==> config.mk <==
export PLATFORM = sky130hd
export DESIGN_NAME = line_driver_config_register
export DESIGN_NICKNAME = d
export VERILOG_FILES = /design/src/ldc_pkg.sv /design/src/line_driver_config_register.sv /design/src/ldc_line_logic.sv
export SDC_FILE = /design/constraint.sdc
export NUM_CORES = 1
export LEC_CHECK = 0
export BUFFER_PORTS_ARGS = -buffer_cell sky130_fd_sc_hd__buf_2
export CORE_MARGIN = 5
export CORE_UTILIZATION = 40
export CTS_BUF_LIST = sky130_fd_sc_hd__clkbuf_8 sky130_fd_sc_hd__clkbuf_16
export CTS_CLUSTER_SIZE = 16
export DETAILED_ROUTE_END_ITERATION = 10
export GPL_TIMING_DRIVEN = 0
export PLACE_DENSITY = 0.76
export SLEW_MARGIN = 15
export SYNTH_ARGS = -nofsm -noshare
export SYNTH_HDL_FRONTEND = slang
export SYNTH_SLANG_ARGS = --single-unit
export TNS_END_PERCENT = 30
==> constraint.sdc <==
create_clock -name clk_sys -period 3.3 [get_ports clk_sys]
set_input_delay 0.33 -clock clk_sys [delete_from_list [all_inputs] [get_ports clk_sys]]
set_output_delay 0.33 -clock clk_sys [all_outputs]
set_load 0.01 [all_outputs]
==> src/ldc_pkg.sv <==
`default_nettype none
package ldc_pkg;
  // ---------------------------------------------------------------------------
  // Register map
  // ---------------------------------------------------------------------------
  localparam int ADDR_W = 4;
  localparam int DATA_W = 32;
  localparam int CFG_W = 8;
  // Two register-address bits select the configuration register at index 1.
  localparam logic [1:0] CFG_INDEX = 2'h1;
  localparam logic [ADDR_W-1:0] CFG_ADDR = 4'h4;
  localparam logic [ADDR_W-1:0] LINE_STAT_ADDR = 4'h8;
  localparam logic [CFG_W-1:0] CFG_RESET = 8'h00;
  localparam logic [CFG_W-1:0] CFG_WMASK = 8'hBE;
  // ---------------------------------------------------------------------------
  // Field positions
  // ---------------------------------------------------------------------------
  localparam int BIT_FILTER = 7;
  localparam int BIT_SINK = 5;
  localparam int BIT_PUSH_PULL = 4;
  localparam int BIT_SOFT_EN = 3;
  localparam int BIT_LEVEL = 2;
  localparam int BIT_RX_DIS = 1;
  localparam logic [1:0] RESP_OKAY = 2'h0;
  localparam logic [1:0] RESP_SLVERR = 2'h2;

  typedef struct packed {
    logic awvalid;
    logic [ADDR_W-1:0] awaddr;
    logic wvalid;
    logic [DATA_W-1:0] wdata;
    logic [3:0] wstrb;
    logic bready;
    logic arvalid;
    logic [ADDR_W-1:0] araddr;
    logic rready;
  } ldc_axi_req_t;

  typedef struct packed {
    logic awready;
    logic wready;
    logic bvalid;
    logic [1:0] bresp;
    logic arready;
    logic rvalid;
    logic [DATA_W-1:0] rdata;
    logic [1:0] rresp;
  } ldc_axi_rsp_t;

  typedef struct packed {
    logic filterFast;
    logic sinkMode;
    logic pushPull;
    logic softEnable;
    logic level;
    logic rxDisable;
  } ldc_cfg_t;

  typedef struct packed {
    logic lineOut;
    logic lineOe;
    logic rxOut;
    logic filterFast;
    logic auxFilterFast;
    logic driverOn;
  } ldc_line_t;
endpackage
`default_nettype wire

==> src/line_driver_config_register.sv <==
// Operation
// - Configuration register is selected by register-address bits 3 and 2.
// - Power-on reset clears every configuration bit to zero.
// - Bit 7 picks filter corner: 0 is 500kHz, 1 is 1MHz.
// - One filter bit steers both line and auxiliary input filters.
// - Bits 6 and 0 are unused and carry no function.
// - Open-drain bit 5: 1 sinks low side, 0 sources high side.
// - Bit 4 high gives push-pull drive; low gives open-drain.
// - Driver enabled when bit 3 or external enable pin is high.
// - Level bit drives line only while enabled and transmit is high.
// - Source floats on 0, sink floats on 1, push-pull follows level.
// - Bit 1 disables the receiver and forces receive output high.
// - Line-level status follows line input even with receiver disabled.
//
// Implementation choice: the AXI4-Lite interface to the registers.
`default_nettype none
module line_driver_config_register (
  input wire logic clk_sys,
  input wire logic resetn,
  input wire ldc_pkg::ldc_axi_req_t axiReq,
  output ldc_pkg::ldc_axi_rsp_t axiRsp,
  input wire logic hostInterfaceSelectPin,
  input wire logic pushPullModePin,
  input wire logic sourceModePin,
  input wire logic driverEnablePin,
  input wire logic txIn,
  input wire logic lineIn,
  output logic lineOut,
  output logic lineOe,
  output logic rxOut,
  output logic receiveFilterSelect,
  output logic auxFilterSelect
);
  import ldc_pkg::*;

  // ---------------------------------------------------------------------------
  // State
  // ---------------------------------------------------------------------------
  typedef struct packed {
    logic [CFG_W-1:0] cfgReg;
    logic awHeld;
    logic [ADDR_W-1:0] awAddr;
    logic wHeld;
    logic [DATA_W-1:0] wData;
    logic [3:0] wStrb;
    logic bValid;
    logic [1:0] bResp;
    logic rValid;
    logic [DATA_W-1:0] rData;
    logic [1:0] rResp;
  } ldc_state_t;

  ldc_state_t st;
  ldc_state_t next_st;
  ldc_cfg_t cfg;
  ldc_line_t line;
  logic serialMode;

  function automatic logic isCfg(input logic [ADDR_W-1:0] a);
    return a[ADDR_W-1:2] == CFG_INDEX;
  endfunction

  function automatic logic isStat(input logic [ADDR_W-1:0] a);
    return a == LINE_STAT_ADDR;
  endfunction

  // ---------------------------------------------------------------------------
  // Effective configuration
  // ---------------------------------------------------------------------------
  always_comb begin
    serialMode = hostInterfaceSelectPin;
    if (serialMode) begin
      cfg.filterFast = st.cfgReg[BIT_FILTER];
      cfg.sinkMode = st.cfgReg[BIT_SINK];
      cfg.pushPull = st.cfgReg[BIT_PUSH_PULL];
      cfg.softEnable = st.cfgReg[BIT_SOFT_EN];
      cfg.level = st.cfgReg[BIT_LEVEL];
      cfg.rxDisable = st.cfgReg[BIT_RX_DIS];
    end else begin
      // Pin mode: mode pins set drive type, other used bits behave as zero.
      cfg.filterFast = 1'b0;
      cfg.sinkMode = ~sourceModePin;
      cfg.pushPull = pushPullModePin;
      cfg.softEnable = 1'b0;
      cfg.level = 1'b0;
      cfg.rxDisable = 1'b0;
    end
  end

  ldc_line_logic u_line (
    .cfg(cfg),
    .driverEnablePin(driverEnablePin),
    .txIn(txIn),
    .lineIn(lineIn),
    .line(line)
  );

  assign lineOut = line.lineOut;
  assign lineOe = line.lineOe;
  assign rxOut = line.rxOut;
  assign receiveFilterSelect = line.filterFast;
  assign auxFilterSelect = line.auxFilterFast;

  // ---------------------------------------------------------------------------
  // AXI4-Lite slave
  // ---------------------------------------------------------------------------
  always_comb begin
    axiRsp.awready = ~st.awHeld & ~st.bValid;
    axiRsp.wready = ~st.wHeld & ~st.bValid;
    axiRsp.bvalid = st.bValid;
    axiRsp.bresp = st.bResp;
    axiRsp.arready = ~st.rValid;
    axiRsp.rvalid = st.rValid;
    axiRsp.rdata = st.rData;
    axiRsp.rresp = st.rResp;
  end

  always_comb begin
    logic [CFG_W-1:0] wv;
    wv = '0;
    next_st = st;
    if (axiReq.awvalid && axiRsp.awready) begin
      next_st.awHeld = 1'b1;
      next_st.awAddr = axiReq.awaddr;
    end
    if (axiReq.wvalid && axiRsp.wready) begin
      next_st.wHeld = 1'b1;
      next_st.wData = axiReq.wdata;
      next_st.wStrb = axiReq.wstrb;
    end
    if (st.awHeld && st.wHeld) begin
      next_st.awHeld = 1'b0;
      next_st.wHeld = 1'b0;
      next_st.bValid = 1'b1;
      next_st.bResp = RESP_SLVERR;
      if (isCfg(st.awAddr)) begin
        next_st.bResp = RESP_OKAY;
        // Unused bits stay zero; writes to them are dropped.
        wv = st.wData[CFG_W-1:0] & CFG_WMASK;
        if (st.wStrb[0] && serialMode) begin
          next_st.cfgReg = wv;
        end
      end else if (isStat(st.awAddr)) begin
        next_st.bResp = RESP_OKAY;
      end
    end
    if (st.bValid && axiReq.bready) begin
      next_st.bValid = 1'b0;
    end
    if (axiReq.arvalid && axiRsp.arready) begin
      next_st.rValid = 1'b1;
      next_st.rData = '0;
      next_st.rResp = RESP_OKAY;
      if (isCfg(axiReq.araddr)) begin
        next_st.rData = {24'h000000, st.cfgReg};
      end else if (isStat(axiReq.araddr)) begin
        // Bit 0 is the inverted line level, bit 1 the driver state.
        next_st.rData = {30'h00000000, line.driverOn, ~lineIn};
      end else begin
        next_st.rResp = RESP_SLVERR;
      end
    end else if (st.rValid && axiReq.rready) begin
      next_st.rValid = 1'b0;
    end
  end

  always_ff @(posedge clk_sys or negedge resetn) begin
    if (!resetn) begin
      st <= '0;
      st.cfgReg <= CFG_RESET;
    end else begin
      st <= next_st;
    end
  end
endmodule
`default_nettype wire

==> src/ldc_line_logic.sv <==
`default_nettype none
module ldc_line_logic (
  input wire ldc_pkg::ldc_cfg_t cfg,
  input wire logic driverEnablePin,
  input wire logic txIn,
  input wire logic lineIn,
  output ldc_pkg::ldc_line_t line
);
  import ldc_pkg::*;
  logic enabled;
  logic driveVal;

  always_comb begin
    enabled = cfg.softEnable | driverEnablePin;
    // Line follows transmit unless transmit is high, then the level bit takes over.
    driveVal = txIn ? cfg.level : 1'b0;
    line.lineOut = driveVal;
    line.lineOe = 1'b0;
    if (enabled) begin
      if (cfg.pushPull) begin
        line.lineOe = 1'b1;
      end else if (cfg.sinkMode) begin
        line.lineOe = ~driveVal;
      end else begin
        line.lineOe = driveVal;
      end
    end
    line.rxOut = cfg.rxDisable ? 1'b1 : ~lineIn;
    line.filterFast = cfg.filterFast;
    line.auxFilterFast = cfg.filterFast;
    line.driverOn = enabled;
  end
endmodule
`default_nettype wire

# == After elaboration in Yosys (flattened, before gate mapping) ==
# Cells that the tools add are included.
# op_classes
eq_ne,4
n_mux,20
bitwise_logic,10
n_reduce_logical,12
# op_table
op,n
two-way mux 37 bit,1
two-way mux 1 bit,10
two-way mux 2 bit,5
equality test 4 bit (second input constant),2
two-way mux 8 bit,1
nonzero test 2 bit,4
logical AND 1 bit,7
NOT 1 bit,7
two-way mux 6 bit,1
two-way mux 5 bit,1
equality test 2 x 1 -> 1 bit (second input constant),2
two-way mux 3 bit,1
AND reduction 3 bit,1
bitwise AND 1 bit,2
OR 1 bit,1
# totals
regBits,86
input_bits,57
out_inout_bits,46
word_cells,57

# == Longest topological paths before layout ==
# Gate-level depths: netlist of run 1.
# logic_depth
word_depth,7
depth_mapped,5
depth_no_buf,4

# == Hierarchy ==
# From an unflattened synthesis of run 1, not the netlist that was laid out.
# unflattened
hier_cells,139
area_unflattened_um2,1654.1
# modules_own_cells
module,n_inst,cells_per_inst,area_per_inst_um2,seq_area_each_um2
line_driver_config_register,1,129,1580.3,750.7
ldc_line_logic,1,10,73.8,0.0

# == Worst setup path before layout of run 1 ==
# Ideal clock, no wire load.
# synth_path
path_kind,input -> output
from,in hostInterfaceSelectPin
to,out lineOe
arrival_time_ns,1.056
required_time_ns,2.970
setup_slack_ns,1.914
cell_stages,4
n_path_buf,1
cell_sequence,buf_4 > or2_2 > a21oi_1 > o21a_1
# synth_between
elab_chain_cells,6
elab_cells_between_ends,7
cone_classes,mux: 5; bitwise: 2
# synth_rtl
element,line,text
from (decl),line_driver_config_register.sv:22,"input wire logic hostInterfaceSelectPin,"
two-way mux 6 bit *,line_driver_config_register.sv:72,if (serialMode) begin
two-way mux 1 bit,ldc_line_logic.sv:16,driveVal = txIn ? cfg.level : 1'b0;
NOT 1 bit,ldc_line_logic.sv:23,line.lineOe = ~driveVal;
two-way mux 1 bit,ldc_line_logic.sv:22,end else if (cfg.sinkMode) begin
two-way mux 1 bit,ldc_line_logic.sv:20,if (cfg.pushPull) begin
two-way mux 1 bit *,ldc_line_logic.sv:19,if (enabled) begin
to (decl),line_driver_config_register.sv:29,"output logic lineOe,"
# Every way passes the cells marked *; elsewhere a longest branch is shown, timed or not.

# == Worst setup path after layout of run 1 ==
# layout_path
from,reg st[84] (netlist name)
to,out lineOe
# layout_between
elab_chain_cells,3
# layout_rtl
element,line,text
from (decl),line_driver_config_register.sv:53,ldc_state_t st;
from (signal assigned),line_driver_config_register.sv:172,st <= next_st;
two-way mux 6 bit,line_driver_config_register.sv:72,
two-way mux 1 bit,ldc_line_logic.sv:20,
two-way mux 1 bit,ldc_line_logic.sv:19,
# Every way passes these cells.

==> flow_metrics.tcl, run 1 <==
set metrics [dict create \
    outcome "finished clean" \
    critPathMaxFanout 3 \
    drt_iter0_drc 24 \
    synthTopCellsByArea "dfrtp_1 (46%), buf_4 (19%), mux2_4 (10%), mux2_2 (4.9%), a22o_1 (3.3%)" \
    n_antenna_cell 0 \
    antenna_found_initial 0 \
    post_cts_resized 0 \
    p_sw_share_pct 30.0 \
    overflow 0 \
    p_leak_uw 0.00118 \
    path_class "reg2out" \
    drc 0 \
    tns_ns 0 \
    final_cells 265 \
    num_rows 23 \
    clkSlewWorstSetupHoldPaths_ns 0.06 \
    rsz0062_at_grt "false" \
    place_ws_ns 1.81 \
    fmax_mhz 654 \
    grt_pass1_vias 974 \
    h-tree-depth 2 \
    comb_power_share_pct 36.0 \
    ys_types 31 \
    post-place-cells 257 \
    seqPwrFrac_pct 43.0 \
    post_cts_buffers 0 \
    ys_seq_elements 30 \
    relSlewSlack_pct 56.4 \
    clk_latency_ns 0.28 \
    arrival_ns 1.20 \
    finClkSkew_ns 0.00455 \
    hold_viol_final 0 \
    cts_made_buffers 5 \
    final_nets 271 \
    finalCritPeriodShare_pct 46.4 \
    grt.total_usage_pct 11.1 \
    die_h_um 73.6 \
    finalWeightedCongestion 0.676 \
    min_period_ns 1.53 \
    cts_root_buffer "clkbuf_8" \
    cts_sinks 30 \
    vdd_drop_max_mv 0.315 \
    syn_avg_cell_area_um2 11.9 \
    synth_top_area_share_pct 46.4 \
    cts_tree "done" \
    finalMaxSlewViolations 0 \
    setup_viol 0 \
    dp_hpwl_um 2380 \
    hold_buffers 0 \
    crit_path_end_kind "output pin" \
    grt_pass1_wl_um 4440 \
    tightest_slew_ns 0.655 \
    layout_setup_ws_ns 1.77 \
    p_int_uw 1000 \
    power_density_nw_per_um2 682 \
    power_uw 1430 \
    worstHoldPathType "in2async" \
    final_layout_size_suffix_gt1_share_pct 55.8 \
    initial_utilization_pct 40.7 \
    totalWireLength_um 2850 \
    crit_required_ns 2.97 \
    die_width_um 73.6 \
    core_um2 3970 \
    ios 103 \
    syn-instance-count 136 \
    maxCapViolations 0 \
    grt_max_degree 31 \
    first_pass_iters 3 \
    ant_nets 0 \
    power_frac_clock_pct 21.0 \
    synth_largest_area_cell "dfrtp_1" \
    portBuffers 45 \
    vias 1042 \
    area_delta_synth_final_pct 29.7 \
    synthesis.area_um2 1620 \
    yosysSeqAreaShare_pct 46.4 \
    wl_per_cell_um 10.7 \
    yosysWarnings 0 \
    switchingPower_uw 430 \
    critPathLaunchType "flop" \
    viasPerCell 3.93 \
    die_area_um2 5410 \
    cts_max_path_buffers 2 \
]
layout by cell type, fill, tap and decap left out, drive strengths merged, types with 2 or more instances in the layout:
cell / n
a21o: 2
a21oi: 2
a22o: 6
and2: 3
buf: 88
clkbuf: 6
conb: 27
dfrtp: 30
inv: 4
mux2: 18
mux2i: 2
nand2: 6
nor2: 4
o21ai: 3
sequential cells by signal, indices dropped and copies added (netlist names):
name	cells
axiRsp	11
st	19
final cells by class:
type / count / area [µm²]
Clock buffer: 6 / 82.6
Tap cell: 50 / 62.6
Clock inverter: 2 / 12.5
Timing Repair Buffer: 45 / 225
Fill cell: 355 / 1870
Buffer: 43 / 328
Multi-Input combinational cell: 85 / 621
Inverter: 4 / 15.0
Sequential cell: 30 / 751
layer usage:
metal  global-route usage (%)  up-vias  routed length, µm
met2                     17.9       40               1400
li1                         -      551                  -
met1                     12.6      442               1110
met4                     7.24        0                106
met3                     3.15        9                238
met5                        0        -                  0
kinds of logic (layout without fill, tap and decap cells):
group                  count (synthesis)  count (layout)  share of synthesized area [%]
AOI/OAI and AO/OA                     17              17                           7.66
other                                  1              27                          0.232
and+or+nand+nor                       21              21                           8.13
DFF                                   30              30                           46.4
muxes                                 20              20                           16.3
buffers and inverters                 47             100                           21.2
synth_stat cells, drive strengths merged:
master	n
nand2b	1
mux2	18
dfrtp	30
nor2	4
a21oi	2
and2	3
nor3	1
and2b	1
o21bai	1
o31ai	1
buf	43
o21a	1
inv	4
a21o	2
mux2i	2
o21ai	3
a22o	6
a221oi	1
nand3	1
or2	1
nand2	6
nand4b	1
nor4b	1
conb	1
nor2b	1
critical path: stages (launching register included):
cell     delay, ns
dfrtp_1       0.39
mux2i_1       0.12
o21ai_0       0.10
o21a_1        0.17
buf_2         0.13
power by group through the flow:
stage / Combinational (µW) / Clock [µW] / Sequential, µW
3_3_place_gp: 507 / 0 / 616
5_1_grt: 563 / 332 / 642
3_5_place_dp: 523 / 0 / 623
6_report: 515 / 300 / 616
2_1_floorplan: 412 / 0 / 589
4_1_cts: 522 / 311 / 618
through the flow:
step                      hold WS (ns)  area (µm²)  utilization (%)
after floorplan                 0.0344        1710                -
after global placement           0.383        2000             50.4
after detailed placement         0.401        2000             50.4
after CTS                       0.0947        2100             52.8
after global routing             0.121        2100             52.8
final                           0.0753        2100             52.8
final timing paths:
path | startpoint | end | slack, ns | depth (start not counted)
max reg2reg | st[78]$_DFFE_PN0P_ | st[83]$_DFFE_PN0P_ | 2.01 | 3
max | st[84]$_DFFE_PN0P_ | lineOe | 1.77 | 4
max in group asynchronous | resetn | axiRsp[3]$_DFFE_PN0P_ | 2.80 | 1
min in group clk_sys | axiReq[6] | axiRsp[38]$_DFFE_PN0P_ | 0.22 | 2
min | resetn | st[84]$_DFFE_PN0P_ | 0.08 | 1
min reg2reg | axiRsp[1]$_DFFE_PN0P_ | axiRsp[1]$_DFFE_PN0P_ | 0.48 | 2
Note: power is estimated with default switching activity, not from simulation.
==> run 2, diff against run 1 <==
==> constraint.sdc (replaced) <==
create_clock -name clk_sys -period 1.5 [get_ports clk_sys]
set_input_delay 0.15 -clock clk_sys [delete_from_list [all_inputs] [get_ports clk_sys]]
set_output_delay 0.15 -clock clk_sys [all_outputs]
set_load 0.01 [all_outputs]
==> run 2 against run 1 <==
Clock skew about the same. Worst hold slack got worse by 0.039 ns. Die area unchanged. Clock power increased by 120%. First-iteration DRC count shrank 33%. Combinational power rose by 120%. Cell count grew 0.38%. Non-clock buffer count grew 1. Total power rose by 120%. Sequential power is 120% higher. Global-route usage is 0.086 points higher. Critical path type unchanged.
==> flow_metrics.tcl, run 2 (synthesis results as in run 1) <==
set metrics [dict create \
    top_usage_layer "met2" \
    portBuffers 45 \
    totalWireLength_um 2850 \
    initial_utilization_pct 40.7 \
    power_uw 3150 \
    dp_hpwl_um 2380 \
    layout_setup_ws_ns 0.150 \
    cts_root_buffer "clkbuf_8" \
    crit_path_end_kind "output pin" \
    rsz0062_at_grt "false" \
    post_cts_buffers 0 \
    die_h_um 73.6 \
    ios 103 \
    p_leak_uw 0.00119 \
    cts_tree "done" \
    min_period_ns 1.35 \
    finalCritPeriodShare_pct 90.0 \
    hold_viol_final 0 \
    final_layout_size_suffix_gt1_share_pct 55.6 \
    crit_required_ns 1.35 \
    crit_family "flip-flops" \
    wl_per_cell_um 10.7 \
    largest-register "st" \
    area_delta_synth_final_pct 30.3 \
    clk_latency_ns 0.28 \
    largest_reg_flops 19 \
    core_um2 3970 \
    post_cts_resized 0 \
    die_area_um2 5410 \
    maxCapViolations 0 \
    cts_max_path_buffers 2 \
    worstHoldPathType "in2reg" \
    setup_viol 0 \
    grt.total_usage_pct 11.1 \
    die_width_um 73.6 \
    tightest_slew_ns 0.656 \
    grt_use_met1_pct 12.7 \
    h-tree-depth 2 \
    drc 0 \
    met2_usage_pct 18.1 \
    final_common_cell "buf_2" \
    n_antenna_cell 0 \
    outcome "finished clean" \
    hold_slack_ns 0.0366 \
    grt_pass1_wl_um 4480 \
    path_class "reg2out" \
    viasPerCell 3.92 \
    num_rows 23 \
    vdd_drop_max_mv 0.692 \
    antenna_found_initial 0 \
    cts_sinks 30 \
    drt_iter0_drc 16 \
    finalMaxSlewViolations 0 \
    clkSlewWorstSetupHoldPaths_ns 0.06 \
    worstPathCellList "mux2i_1, o21ai_0, o21a_1, buf_2" \
    power_density_nw_per_um2 1500 \
    vias 1044 \
    critPathMaxFanout 3 \
    relSlewSlack_pct 56.3 \
    cts_made_buffers 5 \
    final_nets 272 \
    worst-path-buf-inv 1 \
    overflow 0 \
    critPathMaxStageDelay_ns 0.39 \
    slowest_stage "dfrtp_1" \
    finClkSkew_ns 0.00429 \
    critPathLaunchType "flop" \
    fmax_mhz 741 \
    grt_pass1_vias 980 \
    met3_usage_pct 3.15 \
    first_pass_iters 3 \
    grt_max_degree 31 \
    place_ws_ns 0.211 \
    tns_ns 0 \
    ant_nets 0 \
    arrival_ns 1.20 \
    final_cell_mix "buf_2 (46), buf_4 (40), dfrtp_1 (30), conb_1 (27), mux2_4 (11)" \
    finalWeightedCongestion 0.676 \
]
[run 2: cell count changes in the layout (fill, tap and decap cells not counted), sizes merged]
| cell | previous run | this run |
|---|---|---|
| dlygate4sd3 | 0 | 1 |
[run 2: metal layers]
layer	share of wire [%]	routed length (µm)
met1	39	1110
met2	49	1390
met3	8.3	238
met4	3.7	106
met5	0	0
[run 2: repair_timing]
action	CTS	global route
hold endpoints to repair	30	0
hold buffers	1	0
endpoints found under the setup margin	0	0
[run 2: final cells by class]
type | instances | area [µm²]
inverters | 4 | 15.0
well taps | 50 | 62.6
clock inverters | 2 | 12.5
multi-input cells | 85 | 621
repair buffers | 46 | 235
fillers | 352 | 1860
plain buffers | 43 | 328
flip-flops and latches | 30 | 751
clock buffers | 6 | 82.6
[run 2: path summary, 6_finish.rpt]
check / cells past startpoint / end / slack, ns / from
max in group asynchronous: 2 / st[78]$_DFFE_PN0P_ / 0.64 / resetn
worst max-delay path: 4 / lineOe / 0.15 / st[84]$_DFFE_PN0P_
worst min-delay path: 2 / axiRsp[38]$_DFFE_PN0P_ / 0.04 / axiReq[6]
worst max register to register: 3 / st[83]$_DFFE_PN0P_ / 0.21 / st[78]$_DFFE_PN0P_
min in group asynchronous: 2 / st[84]$_DFFE_PN0P_ / 0.44 / resetn
worst min register to register: 2 / axiRsp[1]$_DFFE_PN0P_ / 0.48 / axiRsp[1]$_DFFE_PN0P_
[run 2: report_power, final]
group | total (µW) | leakage (µW) | internal, µW | switching (µW)
combinational | 1130 | 0.000762 | 710 | 424
clock | 662 | 0.0000472 | 368 | 294
sequential | 1350 | 0.000377 | 1130 | 229
[run 2: metrics by stage]
step / util (%) / cells / instance area [µm²]
after global routing: 53.1 / 266 / 2110
after floorplan: - / 162 / 1710
after global placement: 50.4 / 257 / 2000
final: 53.1 / 266 / 2110
after CTS: 53.1 / 266 / 2110
after detailed placement: 50.4 / 257 / 2000
==> run 3, diff against run 2 <==
--- a/config.mk
+++ b/config.mk
@@ -5,7 +5,7 @@
 export SDC_FILE = /design/constraint.sdc
 export NUM_CORES = 1
 export LEC_CHECK = 0
-export BUFFER_PORTS_ARGS = -buffer_cell sky130_fd_sc_hd__buf_2
+export BUFFER_PORTS_ARGS = -buffer_cell sky130_fd_sc_hd__buf_4
 export CORE_MARGIN = 5
 export CORE_UTILIZATION = 40
 export CTS_BUF_LIST = sky130_fd_sc_hd__clkbuf_8 sky130_fd_sc_hd__clkbuf_16
==> run 3 against run 2 <==
Sequential cell count did not move. Clock-buffer cell count did not move. Wire length rose by 0.60%. Worst hold slack improved by 0.0038 ns. Largest cell class unchanged.
==> flow_metrics.tcl, run 3 (synthesis results as in run 1) <==
set metrics [dict create \
    ff2ff_path_depth 3 \
    cts_made_buffers 5 \
    ant_nets 0 \
    worstHoldPathType "in2reg" \
    min_period_ns 1.35 \
    post_cts_buffers 0 \
    p_int_uw 2280 \
    grt_pass1_vias 1010 \
    p_leak_uw 0.00122 \
    vias 1077 \
    grt.total_usage_pct 11.0 \
    comb_power_share_pct 38.0 \
    clkSlewWorstSetupHoldPaths_ns 0.06 \
    finClkSkew_ns 0.00673 \
    initial_utilization_pct 40.7 \
    final_common_cell "buf_4" \
    grt_max_degree 31 \
    rsz0062_at_grt "false" \
    cts_max_path_buffers 2 \
    critPathMaxFanout 3 \
    finalWeightedCongestion 0.717 \
    cp-startpoint "st[84]$_DFFE_PN0P_" \
    fill_cells 357 \
    final_cell_mix "buf_4 (85), dfrtp_1 (30), conb_1 (27), mux2_4 (11), mux2_2 (7)" \
    post-place-cells 257 \
    hp-start "axiReq[6]" \
    r2r_start "st[78]$_DFFE_PN0P_" \
    area_delta_synth_final_pct 37.1 \
    crit_path_end_kind "output pin" \
    n_antenna_cell 0 \
    switchingPower_uw 951 \
    cts_tree "done" \
    final_cells 266 \
    power_frac_clock_pct 20.1 \
    rrSetupSlack_ns 0.22 \
    holdPathStages 2 \
    dp_hpwl_um 2390 \
    critPathMaxStageDelay_ns 0.39 \
    worst-path-buf-inv 1 \
    finalMaxSlewViolations 0 \
    final_nets 272 \
    hold_end "axiRsp[38]$_DFFE_PN0P_" \
    wl_per_cell_um 10.8 \
    totalWireLength_um 2870 \
    antenna_found_initial 0 \
    critPathLaunchType "flop" \
    vdd_drop_max_mv 0.885 \
    post_cts_resized 0 \
    clk_latency_ns 0.28 \
    drt_iter0_drc 7 \
    seqPwrFrac_pct 41.9 \
    power_density_nw_per_um2 1460 \
    portBuffers 45 \
    die_width_um 73.6 \
    drc 0 \
    worstPathCellList "mux2i_1, o21ai_0, o21a_1, buf_4" \
    overflow 0 \
    cts_root_buffer "clkbuf_8" \
    core_um2 3970 \
    arrival_ns 1.20 \
    viasPerCell 4.05 \
    setup_viol 0 \
    tns_ns 0 \
    fmax_mhz 739 \
    largest-register "st" \
    path_class "reg2out" \
    maxCapViolations 0 \
    die_h_um 73.6 \
    crit_required_ns 1.35 \
    finalCritPeriodShare_pct 90.2 \
    grt_pass1_wl_um 4570 \
    ios 103 \
    final_layout_size_suffix_gt1_share_pct 55.1 \
    hold_viol_final 0 \
    largest_reg_flops 19 \
    h-tree-depth 2 \
    die_area_um2 5410 \
    crit_family "flip-flops" \
    p_sw_share_pct 29.4 \
    first_pass_iters 4 \
    outcome "finished clean" \
    slowest_stage "dfrtp_1" \
    num_rows 23 \
    r2r_end "st[81]$_DFFE_PN0P_" \
    cts_sinks 30 \
]
-- run 3: cell count changes in the layout (fill, tap and decap cells not counted) --
cell        previous run  this run
clkinvlp_4             1         0
inv_1                  4         5
buf_2                 46         1
buf_4                 40        85
-- run 3: cell type report --
class	instances	area (µm²)	share of cell area (%)
buffer	43	328	14.8
clock buffer	6	82.6	3.73
clock inverter	2	8.76	0.395
inverter	4	15.0	0.678
multi-input combinational	85	621	28.0
sequential	30	751	33.9
tap	50	62.6	2.82
timing repair buffer	46	348	15.7
-- run 3: how the worst max path moves through the flow --
stage | endpoint | slack (ns) | depth (start not counted)
2_1_floorplan | st[38]$_DFFE_PN0P_ | 0.23 | 4
3_5_place_dp | st[47]$_DFFE_PN0P_ | 0.22 | 4
5_1_grt | lineOe | 0.05 | 4
3_3_place_gp | st[81]$_DFFE_PN0P_ | 0.22 | 3
6_report | lineOe | 0.15 | 4
4_1_cts | lineOe | 0.14 | 4
-- run 3: power by group through the flow --
stage               sequential (µW)  clock (µW)  combinational (µW)
floorplan                      1300           0                 906
global placement               1360           0                1210
detailed placement             1370           0                1250
CTS                            1360         665                1250
global route                   1400         707                1340
finish                         1360         649                1230
-- run 3: stage by stage --
step / total power (µW) / instance area, µm² / hold slack (ns) / util (%) / worst slack [ns]
after floorplan: 2200 / 1710 / -0.146 / - / 0.230
after global placement: 2570 / 2110 / 0.0898 / 53.2 / 0.224
after detailed placement: 2610 / 2110 / 0.0928 / 53.2 / 0.222
after CTS: 3270 / 2220 / 0.0353 / 55.8 / 0.139
after global routing: 3450 / 2220 / 0.0474 / 55.8 / 0.0459
final: 3230 / 2220 / 0.0404 / 55.8 / 0.147
-- run 3: routing by layer --
metal | share of wire [%] | track usage, % | up-vias
li1 | - | - | 551
met1 | 38 | 12.8 | 480
met2 | 50 | 18.3 | 39
met3 | 9.4 | 3.01 | 7
met4 | 3.2 | 6.04 | 0
met5 | 0 | 0 | -
-- run 3: what timing repair did --
action                                  4_1_cts  5_1_grt
endpoints found under the hold margin        30        0
hold buffers                                  1        0
endpoints found under the setup margin        0        0
